==> config.mk <==
export PLATFORM = sky130hd
export DESIGN_NAME = iis_top
export DESIGN_NICKNAME = d
export VERILOG_FILES = /design/src/verilog/iis_pkg.sv /design/src/verilog/iis_resolver.sv /design/src/verilog/iis_event_flags.sv /design/src/verilog/iis_top.sv
export SDC_FILE = /design/constraint.sdc
export NUM_CORES = 1
export LEC_CHECK = 0
export ABC_AREA = 1
export BUFFER_PORTS_ARGS = -buffer_cell sky130_fd_sc_hd__buf_2
export CELL_PAD_IN_SITES_DETAIL_PLACEMENT = 0
export CELL_PAD_IN_SITES_GLOBAL_PLACEMENT = 1
export CORE_UTILIZATION = 39
export DETAILED_ROUTE_END_ITERATION = 16
export PLACE_DENSITY_LB_ADDON = 0.1
export SETUP_SLACK_MARGIN = 0.2
export SKIP_LAST_GASP = 1
export SYNTH_ARGS = -nofsm -noshare
export SYNTH_HDL_FRONTEND = slang
export SYNTH_SLANG_ARGS = --single-unit
export TNS_END_PERCENT = 1
==> constraint.sdc <==
create_clock -name clk -period 29.2 [get_ports clk]
set_input_delay 2.92 -clock clk [delete_from_list [all_inputs] [get_ports clk]]
set_output_delay 2.92 -clock clk [all_outputs]
set_load 0.02 [all_outputs]
==> src/verilog/iis_pkg.sv <==
// shared constants, field layouts and carrier types for the interrupt priority status block
`default_nettype none
package iis_pkg;
    // register byte offsets on the wishbone bus
    localparam logic [7:0] ADDR_STATUS_WORD = 8'h00;
    localparam logic [7:0] ADDR_CORE_CTRL = 8'h04;
    localparam logic [7:0] ADDR_PENDING = 8'h08;
    localparam logic [7:0] ADDR_USER_PRIO = 8'h0C;
    localparam logic [7:0] ADDR_EVT_STATUS = 8'h10;
    localparam logic [7:0] ADDR_EVT_MASK = 8'h14;
    // field positions
    localparam int PRIO_LSB = 5;
    localparam int PRIO_MSB = 7;
    localparam int TOP_BIT_POS = 3;
    localparam int LEVEL_LSB = 8;
    localparam int LEVEL_MSB = 11;
    localparam int VEC_MSB = 7;
    // source counts and vector map
    localparam int NUM_TRAPS = 6;
    localparam int NUM_USER = 8;
    localparam logic [7:0] VEC_USER_BASE = 8'h08;
    localparam logic [3:0] TRAP_TOP_LEVEL = 4'hF;
    // event bits of the interrupt status register
    localparam int EVT_W = 2;
    localparam int EVT_NEW_PEND = 0;
    localparam int EVT_TRAP = 1;
    // reset values
    localparam logic [2:0] PRIO_RESET = 3'h0;
    localparam logic [31:0] DATA_ZERO = 32'h0000_0000;

    typedef logic [EVT_W-1:0] iis_evt_t;

    // pending interrupt as latched into the status register
    typedef struct packed {
        logic [3:0] level;
        logic [7:0] vector;
    } iis_pend_s;

    // candidate out of the resolver
    typedef struct packed {
        logic valid;
        iis_pend_s pend;
    } iis_cand_s;

    // trap priorities are fixed and all above any user level
    function automatic logic [3:0] trapLevel(input int idx);
        trapLevel = TRAP_TOP_LEVEL - 4'(idx);
    endfunction
endpackage
`default_nettype wire

==> src/verilog/iis_resolver.sv <==
// picks the highest-priority pending source; ties go to the lower vector
`default_nettype none
module iis_resolver (
    input wire logic [iis_pkg::NUM_TRAPS-1:0] trapReq,
    input wire logic [iis_pkg::NUM_USER-1:0] userReq,
    input wire logic [3*iis_pkg::NUM_USER-1:0] userPrio,
    output iis_pkg::iis_cand_s cand
);
    import iis_pkg::*;

    // scan in natural order, only a strictly higher level displaces the winner
    always_comb begin
        cand = '0;
        for (int i = 0; i < NUM_TRAPS; i++) begin
            if (trapReq[i] && (!cand.valid || trapLevel(i) > cand.pend.level)) begin
                cand.valid = 1'b1;
                cand.pend.level = trapLevel(i);
                cand.pend.vector = 8'(i);
            end
        end
        for (int j = 0; j < NUM_USER; j++) begin
            // level 0 sources are disabled, as a zero level never beats the cpu
            if (userReq[j] && userPrio[3*j +: 3] != 3'h0 &&
                (!cand.valid || {1'b0, userPrio[3*j +: 3]} > cand.pend.level)) begin
                cand.valid = 1'b1;
                cand.pend.level = {1'b0, userPrio[3*j +: 3]};
                cand.pend.vector = VEC_USER_BASE + 8'(j);
            end
        end
    end
endmodule // iis_resolver

==> src/verilog/iis_event_flags.sv <==
// sticky event status, write-one-to-clear, with mask and level interrupt
`default_nettype none
module iis_event_flags (
    input wire logic clk,
    input wire logic rst,
    input wire iis_pkg::iis_evt_t evtSet,
    input wire logic statusWr,
    input wire logic maskWr,
    input wire iis_pkg::iis_evt_t wrData,
    output iis_pkg::iis_evt_t status,
    output iis_pkg::iis_evt_t mask,
    output logic irq
);
    import iis_pkg::*;

    iis_evt_t status_q, status_d, mask_q, mask_d;
    logic irq_q, irq_d;

    // a set arriving with its own clear survives, so no event is lost
    always_comb begin
        status_d = status_q;
        if (statusWr) begin
            status_d = status_q & ~wrData;
        end
        status_d = status_d | evtSet;
        mask_d = maskWr ? wrData : mask_q;
        irq_d = |(status_d & mask_d);
    end

    always_ff @(posedge clk) begin
        if (rst) begin
            status_q <= '0;
            mask_q <= '0;
            irq_q <= 1'b0;
        end else begin
            status_q <= status_d;
            mask_q <= mask_d;
            irq_q <= irq_d;
        end
    end

    assign status = status_q;
    assign mask = mask_q;
    assign irq = irq_q;
endmodule // iis_event_flags

==> src/verilog/iis_top.sv <==
// current cpu priority level and pending interrupt status, wishbone register slave
//
// Design decisions made here: the Wishbone interface to the registers and the placing of the registers.
`default_nettype none
module iis_top (
    input wire logic clk,
    input wire logic rst,
    // wishbone classic slave
    input wire logic wb_cyc_i,
    input wire logic wb_stb_i,
    input wire logic wb_we_i,
    input wire logic [7:0] wb_adr_i,
    input wire logic [3:0] wb_sel_i,
    input wire logic [31:0] wb_dat_i,
    output logic [31:0] wb_dat_o,
    output logic wb_ack_o,
    // interrupt and trap sources, same clock
    input wire logic [iis_pkg::NUM_TRAPS-1:0] trapReq,
    input wire logic [iis_pkg::NUM_USER-1:0] userReq,
    // processor core side
    input wire logic coreTake,
    input wire logic coreRestore,
    input wire logic [3:0] restoreLevel,
    output logic pendValid,
    output iis_pkg::iis_pend_s pendOut,
    output logic [3:0] curLevel,
    output logic irqOut
);
    import iis_pkg::*;

    logic [2:0] prio_q, prio_d;
    logic topBit_q, topBit_d;
    iis_pend_s pend_q, pend_d;
    logic pendValid_q, pendValid_d;
    logic [3*NUM_USER-1:0] userPrio_q, userPrio_d;
    logic ack_q, ack_d;
    logic [31:0] dat_q, dat_d;
    iis_cand_s cand;
    logic candHit;
    iis_evt_t evtSet, evtStatus, evtMask;
    logic reqNew, wrStrobe, evtStatusWr, evtMaskWr, takeNow;
    logic [7:0] wordAdr;

    iis_resolver u_resolver (
        .trapReq(trapReq),
        .userReq(userReq),
        .userPrio(userPrio_q),
        .cand(cand)
    );

    // bus decode; the slave answers one cycle after a request appears
    always_comb begin
        wordAdr = {wb_adr_i[7:2], 2'b00};
        reqNew = wb_cyc_i && wb_stb_i && !ack_q;
        wrStrobe = reqNew && wb_we_i;
        evtStatusWr = wrStrobe && wb_sel_i[0] && wordAdr == ADDR_EVT_STATUS;
        evtMaskWr = wrStrobe && wb_sel_i[0] && wordAdr == ADDR_EVT_MASK;
        takeNow = coreTake && pendValid_q;
    end

    // pending capture: only a source above the current level is reported
    always_comb begin
        candHit = cand.valid && cand.pend.level > {topBit_q, prio_q};
        pend_d = pend_q;
        pendValid_d = 1'b0;
        if (candHit) begin
            pend_d = cand.pend;
            pendValid_d = 1'b1;
        end
        // an event is a new pending source, not one that merely stays pending
        evtSet = '0;
        evtSet[EVT_NEW_PEND] = candHit && (!pendValid_q || cand.pend != pend_q);
        evtSet[EVT_TRAP] = evtSet[EVT_NEW_PEND] && cand.pend.vector < 8'(NUM_TRAPS);
    end

    // current level; the core's take or restore beats a software write
    always_comb begin
        prio_d = prio_q;
        topBit_d = topBit_q;
        if (takeNow) begin
            {topBit_d, prio_d} = pend_q.level;
        end else if (coreRestore) begin
            {topBit_d, prio_d} = restoreLevel;
        end else if (wrStrobe && wb_sel_i[0] && wordAdr == ADDR_STATUS_WORD) begin
            // top bit is never touched here, so traps stay unmaskable
            prio_d = wb_dat_i[PRIO_MSB:PRIO_LSB];
        end
    end

    // user priority register, byte lanes honoured
    always_comb begin
        userPrio_d = userPrio_q;
        if (wrStrobe && wordAdr == ADDR_USER_PRIO) begin
            for (int b = 0; b < 3; b++) begin
                if (wb_sel_i[b]) begin
                    userPrio_d[8*b +: 8] = wb_dat_i[8*b +: 8];
                end
            end
        end
    end

    // read mux; unmapped addresses answer with zero and drop writes
    always_comb begin
        ack_d = reqNew;
        dat_d = DATA_ZERO;
        if (reqNew && !wb_we_i) begin
            case (wordAdr)
                ADDR_STATUS_WORD: dat_d[PRIO_MSB:PRIO_LSB] = prio_q;
                ADDR_CORE_CTRL: dat_d[TOP_BIT_POS] = topBit_q;
                ADDR_PENDING: begin
                    // bits 15..12 stay zero
                    dat_d[LEVEL_MSB:LEVEL_LSB] = pend_q.level;
                    dat_d[VEC_MSB:0] = pend_q.vector;
                end
                ADDR_USER_PRIO: dat_d[3*NUM_USER-1:0] = userPrio_q;
                ADDR_EVT_STATUS: dat_d[EVT_W-1:0] = evtStatus;
                ADDR_EVT_MASK: dat_d[EVT_W-1:0] = evtMask;
                default: dat_d = DATA_ZERO;
            endcase
        end
    end

    always_ff @(posedge clk) begin
        if (rst) begin
            prio_q <= PRIO_RESET;
            topBit_q <= 1'b0;
            pend_q <= '0;
            pendValid_q <= 1'b0;
            userPrio_q <= '0;
            ack_q <= 1'b0;
            dat_q <= DATA_ZERO;
        end else begin
            prio_q <= prio_d;
            topBit_q <= topBit_d;
            pend_q <= pend_d;
            pendValid_q <= pendValid_d;
            userPrio_q <= userPrio_d;
            ack_q <= ack_d;
            dat_q <= dat_d;
        end
    end

    iis_event_flags u_flags (
        .clk(clk),
        .rst(rst),
        .evtSet(evtSet),
        .statusWr(evtStatusWr),
        .maskWr(evtMaskWr),
        .wrData(wb_dat_i[EVT_W-1:0]),
        .status(evtStatus),
        .mask(evtMask),
        .irq(irqOut)
    );

    assign wb_ack_o = ack_q;
    assign wb_dat_o = dat_q;
    assign pendValid = pendValid_q;
    assign pendOut = pend_q;
    assign curLevel = {topBit_q, prio_q};
endmodule // iis_top
`default_nettype wire

==> flow_summary.json <==
{
  "outcome": "complete, no violations",
  "postRouteAntennaNets": 0,
  "start_util_pct": 40.30,
  "finalSetupTns_ns": 0,
  "grt_max_degree": 33,
  "drt_iter0_drc": 211,
  "cts_resized": 0,
  "cp_top_family": "simple AND/OR/NAND/NOR gates",
  "tightest_slew_ns": 0.9583,
  "async_flop_share_pct": 0,
  "area_growth_pct": 17.77,
  "n_fill_cell": 1123,
  "setup_viol": 0,
  "finalWirelength_mm": 12.13,
  "design_area_mm2": 0.004900,
  "postCtsHoldBufs": 0,
  "critPathLaunchType": "input port",
  "clock_skew_ns": 0.01040,
  "dp.cells": 818,
  "syn-cell-area_mm2": 0.004160,
  "gr-usage-met3_pct": 4.329,
  "r2r-start": "userPrio_q[0]",
  "dp_hpwl_mm": 9.469,
  "die_y_um": 105.3,
  "ys_seq_elements": 67,
  "fin_crit_sh_pct": 50.10,
  "first_pass_iters": 4,
  "postSynthCellCount": 599,
  "regArea_mm2": 0.001341,
  "cts_max_path_buffers": 2,
  "rrSetupSlack_ns": 17.40,
  "slew_violations": 0,
  "arrival_ns": 14.93,
  "grt_pass1_vias": 4004,
  "cts_tree": "built",
  "n_antenna_cell": 0,
  "top_usage_layer": "met2",
  "holdPathEnd": "u_flags.mask[1]",
  "drv_cap": 0,
  "ff2ff_path_depth": 88,
  "gr-usage-met2_pct": 37.36,
  "grt_first_pass_wirelength_mm": 19.55,
  "holdPathStages": 2,
  "multi_input_comb_area_mm2": 0.002352,
  "worst-setup-path-type": "in2reg",
  "ys_seq_area_share_pct": 32.24,
  "cp.required_ns": 29.50,
  "use_met1_pct": 29.92,
  "clkTransAtPathRegs_ns": 0.08,
  "rsz0062_at_grt": "false",
  "reg2reg_to": "u_flags.irq",
  "dieWidth_um": 105.3,
  "cts.sinks": 67,
  "netlist-cell-type-count": 45,
  "dp_slack_ns": 14.31,
  "core.rowCount": 37,
  "place_area_mm2": 0.004706,
  "syn_area_per_cell_um2": 6.945,
  "crit_path_end_kind": "flop",
  "via_per_inst": 5.004,
  "peakVddDrop_mv": 0.02324,
  "top_level_ports": 120,
  "place.gp.congestion": 0.8603,
  "cp_num_buf_inv": 16,
  "timing.slew.headroom_pct": 36.04,
  "post-route-min-period_ns": 14.63,
  "synth_edf_count": 0,
  "antenna_found_initial": 0,
  "holdCritStartpoint": "u_flags.mask[1]",
  "leakage_uw": 0.002559,
  "core_area_mm2": 0.01032,
  "port_buffers": 96,
  "max_freq_ghz": 0.06835,
  "cts_buffers": 9,
  "p_per_area_mw_per_mm2": 41.85,
  "fin_cells": 834,
  "crit_fanout": 12,
  "drc": 0,
  "fin_ws_ns": 14.57,
  "cpMaxStageDelayCell": "nand4_2",
  "layout.nets": 787,
  "hold_class": "reg2reg",
  "ys.flop_type": "dfxtp_1",
  "clock_latency_ns": 0.35,
  "vias": 4173,
  "layout-drive-gt1-share_pct": 21.92,
  "wire_per_inst_um": 14.54,
  "cp_common_cell": "nand2_1",
  "htreeDepth": 3,
  "cp_slowest_stage_delay_ns": 0.43,
  "track_usage_pct": 22.51,
  "clock-root-buffer": "clkbuf_8",
  "postCtsSetupBuffers": 0,
  "hold_viol": 0,
  "grt.overflow.total": 0,
  "dieArea_mm2": 0.01108,
  "yosysWarnings": 0
}
==> layer usage <==
| metal | part of all wire, % | up-vias |
|---|---|---|
| met5 | 0 | - |
| met4 | 0.92 | 0 |
| met3 | 4.9 | 10 |
| met2 | 47 | 104 |
| met1 | 47 | 1918 |
| li1 | - | 2141 |
==> power by group <==
part | switching, uW | internal (uW)
clock | 38.4 | 41.4
combinational | 19.0 | 10.5
sequential | 2.28 | 93.4
==> worst register-to-register path: cells and delay by family, from the launching register on <==
| family | cells | cell delay (ns) |
|---|---|---|
| fa+ha+maj | 8 | 2.33 |
| flops | 1 | 0.37 |
| buf+inv | 16 | 1.71 |
| compound gates | 18 | 2.69 |
| simple gates | 46 | 4.66 |
==> flip-flops by register name (all words and copies together), names as in the netlist <==
signal          cells
u_flags.status      2
wb_dat_o           24
prio_q              3
userPrio_q         24
u_flags.mask        2
u_flags.irq         1
wb_ack_o            1
pendOut             8
topBit_q            1
pendValid           1
==> worst max path at each step <==
stage | start | to | slack (ns) | cells past startpoint
2_1_floorplan | trapReq[1] | pendOut[0] | 16.48 | 85
3_3_place_gp | trapReq[2] | u_flags.irq | 14.49 | 87
3_5_place_dp | trapReq[2] | u_flags.irq | 14.31 | 87
4_1_cts | trapReq[2] | u_flags.irq | 14.64 | 88
5_1_grt | trapReq[1] | u_flags.irq | 13.38 | 86
6_report | trapReq[2] | u_flags.irq | 14.57 | 88
==> cell type report <==
cell class              count  share of cell area, %
clock buffers              11                  2.886
clock inverters             5                  1.073
inverters                  95                  7.380
multi-input cells         424                  48.01
flip-flops and latches     67                  27.37
well taps                 136                  3.473
repair buffers             96                  9.806
==> layout by cell type, fill, tap and decap left out, types with 3 or more instances in the layout <==
cell,synthesis,routed
a21oi_1,39,39
nor2_2,4,4
o21ai_0,44,44
a31oi_1,5,5
xor2_1,3,3
nand2_2,9,9
nor2_1,45,45
buf_2,0,96
ha_1,25,25
dfxtp_1,67,67
conb_1,1,12
nand3_2,10,10
inv_1,88,88
o21a_1,4,4
o21ai_1,3,3
o32ai_1,3,3
nand4_1,4,4
nand3_1,54,54
o22ai_1,6,6
inv_2,4,4
o211ai_1,4,4
clkinv_2,2,5
clkbuf_8,0,10
nand2_1,121,121
o31ai_1,7,7
==> synthesized netlist by cell type, drive strengths merged, types with 2 or more instances <==
cell type | number | area share, %
o31ai | 7 | 1.3
dfxtp | 67 | 32
clkbuf | 10 | 0.90
o211ai | 4 | 0.72
o21ai | 48 | 5.9
xor2 | 3 | 0.63
a31oi | 5 | 0.75
buf | 14 | 2.6
a21oi | 40 | 5.1
o21a | 4 | 0.72
a211oi | 2 | 0.36
o32ai | 3 | 0.63
clkinv | 2 | 0.24
nand4 | 7 | 1.7
inv | 93 | 8.5
o22ai | 8 | 1.5
nor2 | 51 | 5.4
nand2 | 131 | 13
nor3 | 3 | 0.48
nand3 | 64 | 8.9
ha | 25 | 7.5
==> cell families after synthesis <==
kind of cell,synth area share (%)
buf+inv,12.21
other cells,0.09014
fa+ha+maj,7.519
xor+xnor,0.6317
simple gates,29.38
compound gates,17.93
flops,32.24
==> through the flow <==
stage                     hold WS, ns  util [%]  total power, uW
after floorplan                0.4391         -            117.4
after global placement         0.4635     45.58            126.9
after detailed placement       0.4674     45.58            127.3
after CTS                      0.4796     47.46            207.1
after global routing           0.4932     47.46            214.8
final                          0.4767     47.46            205.1
Power figures use the tool's default switching activity.
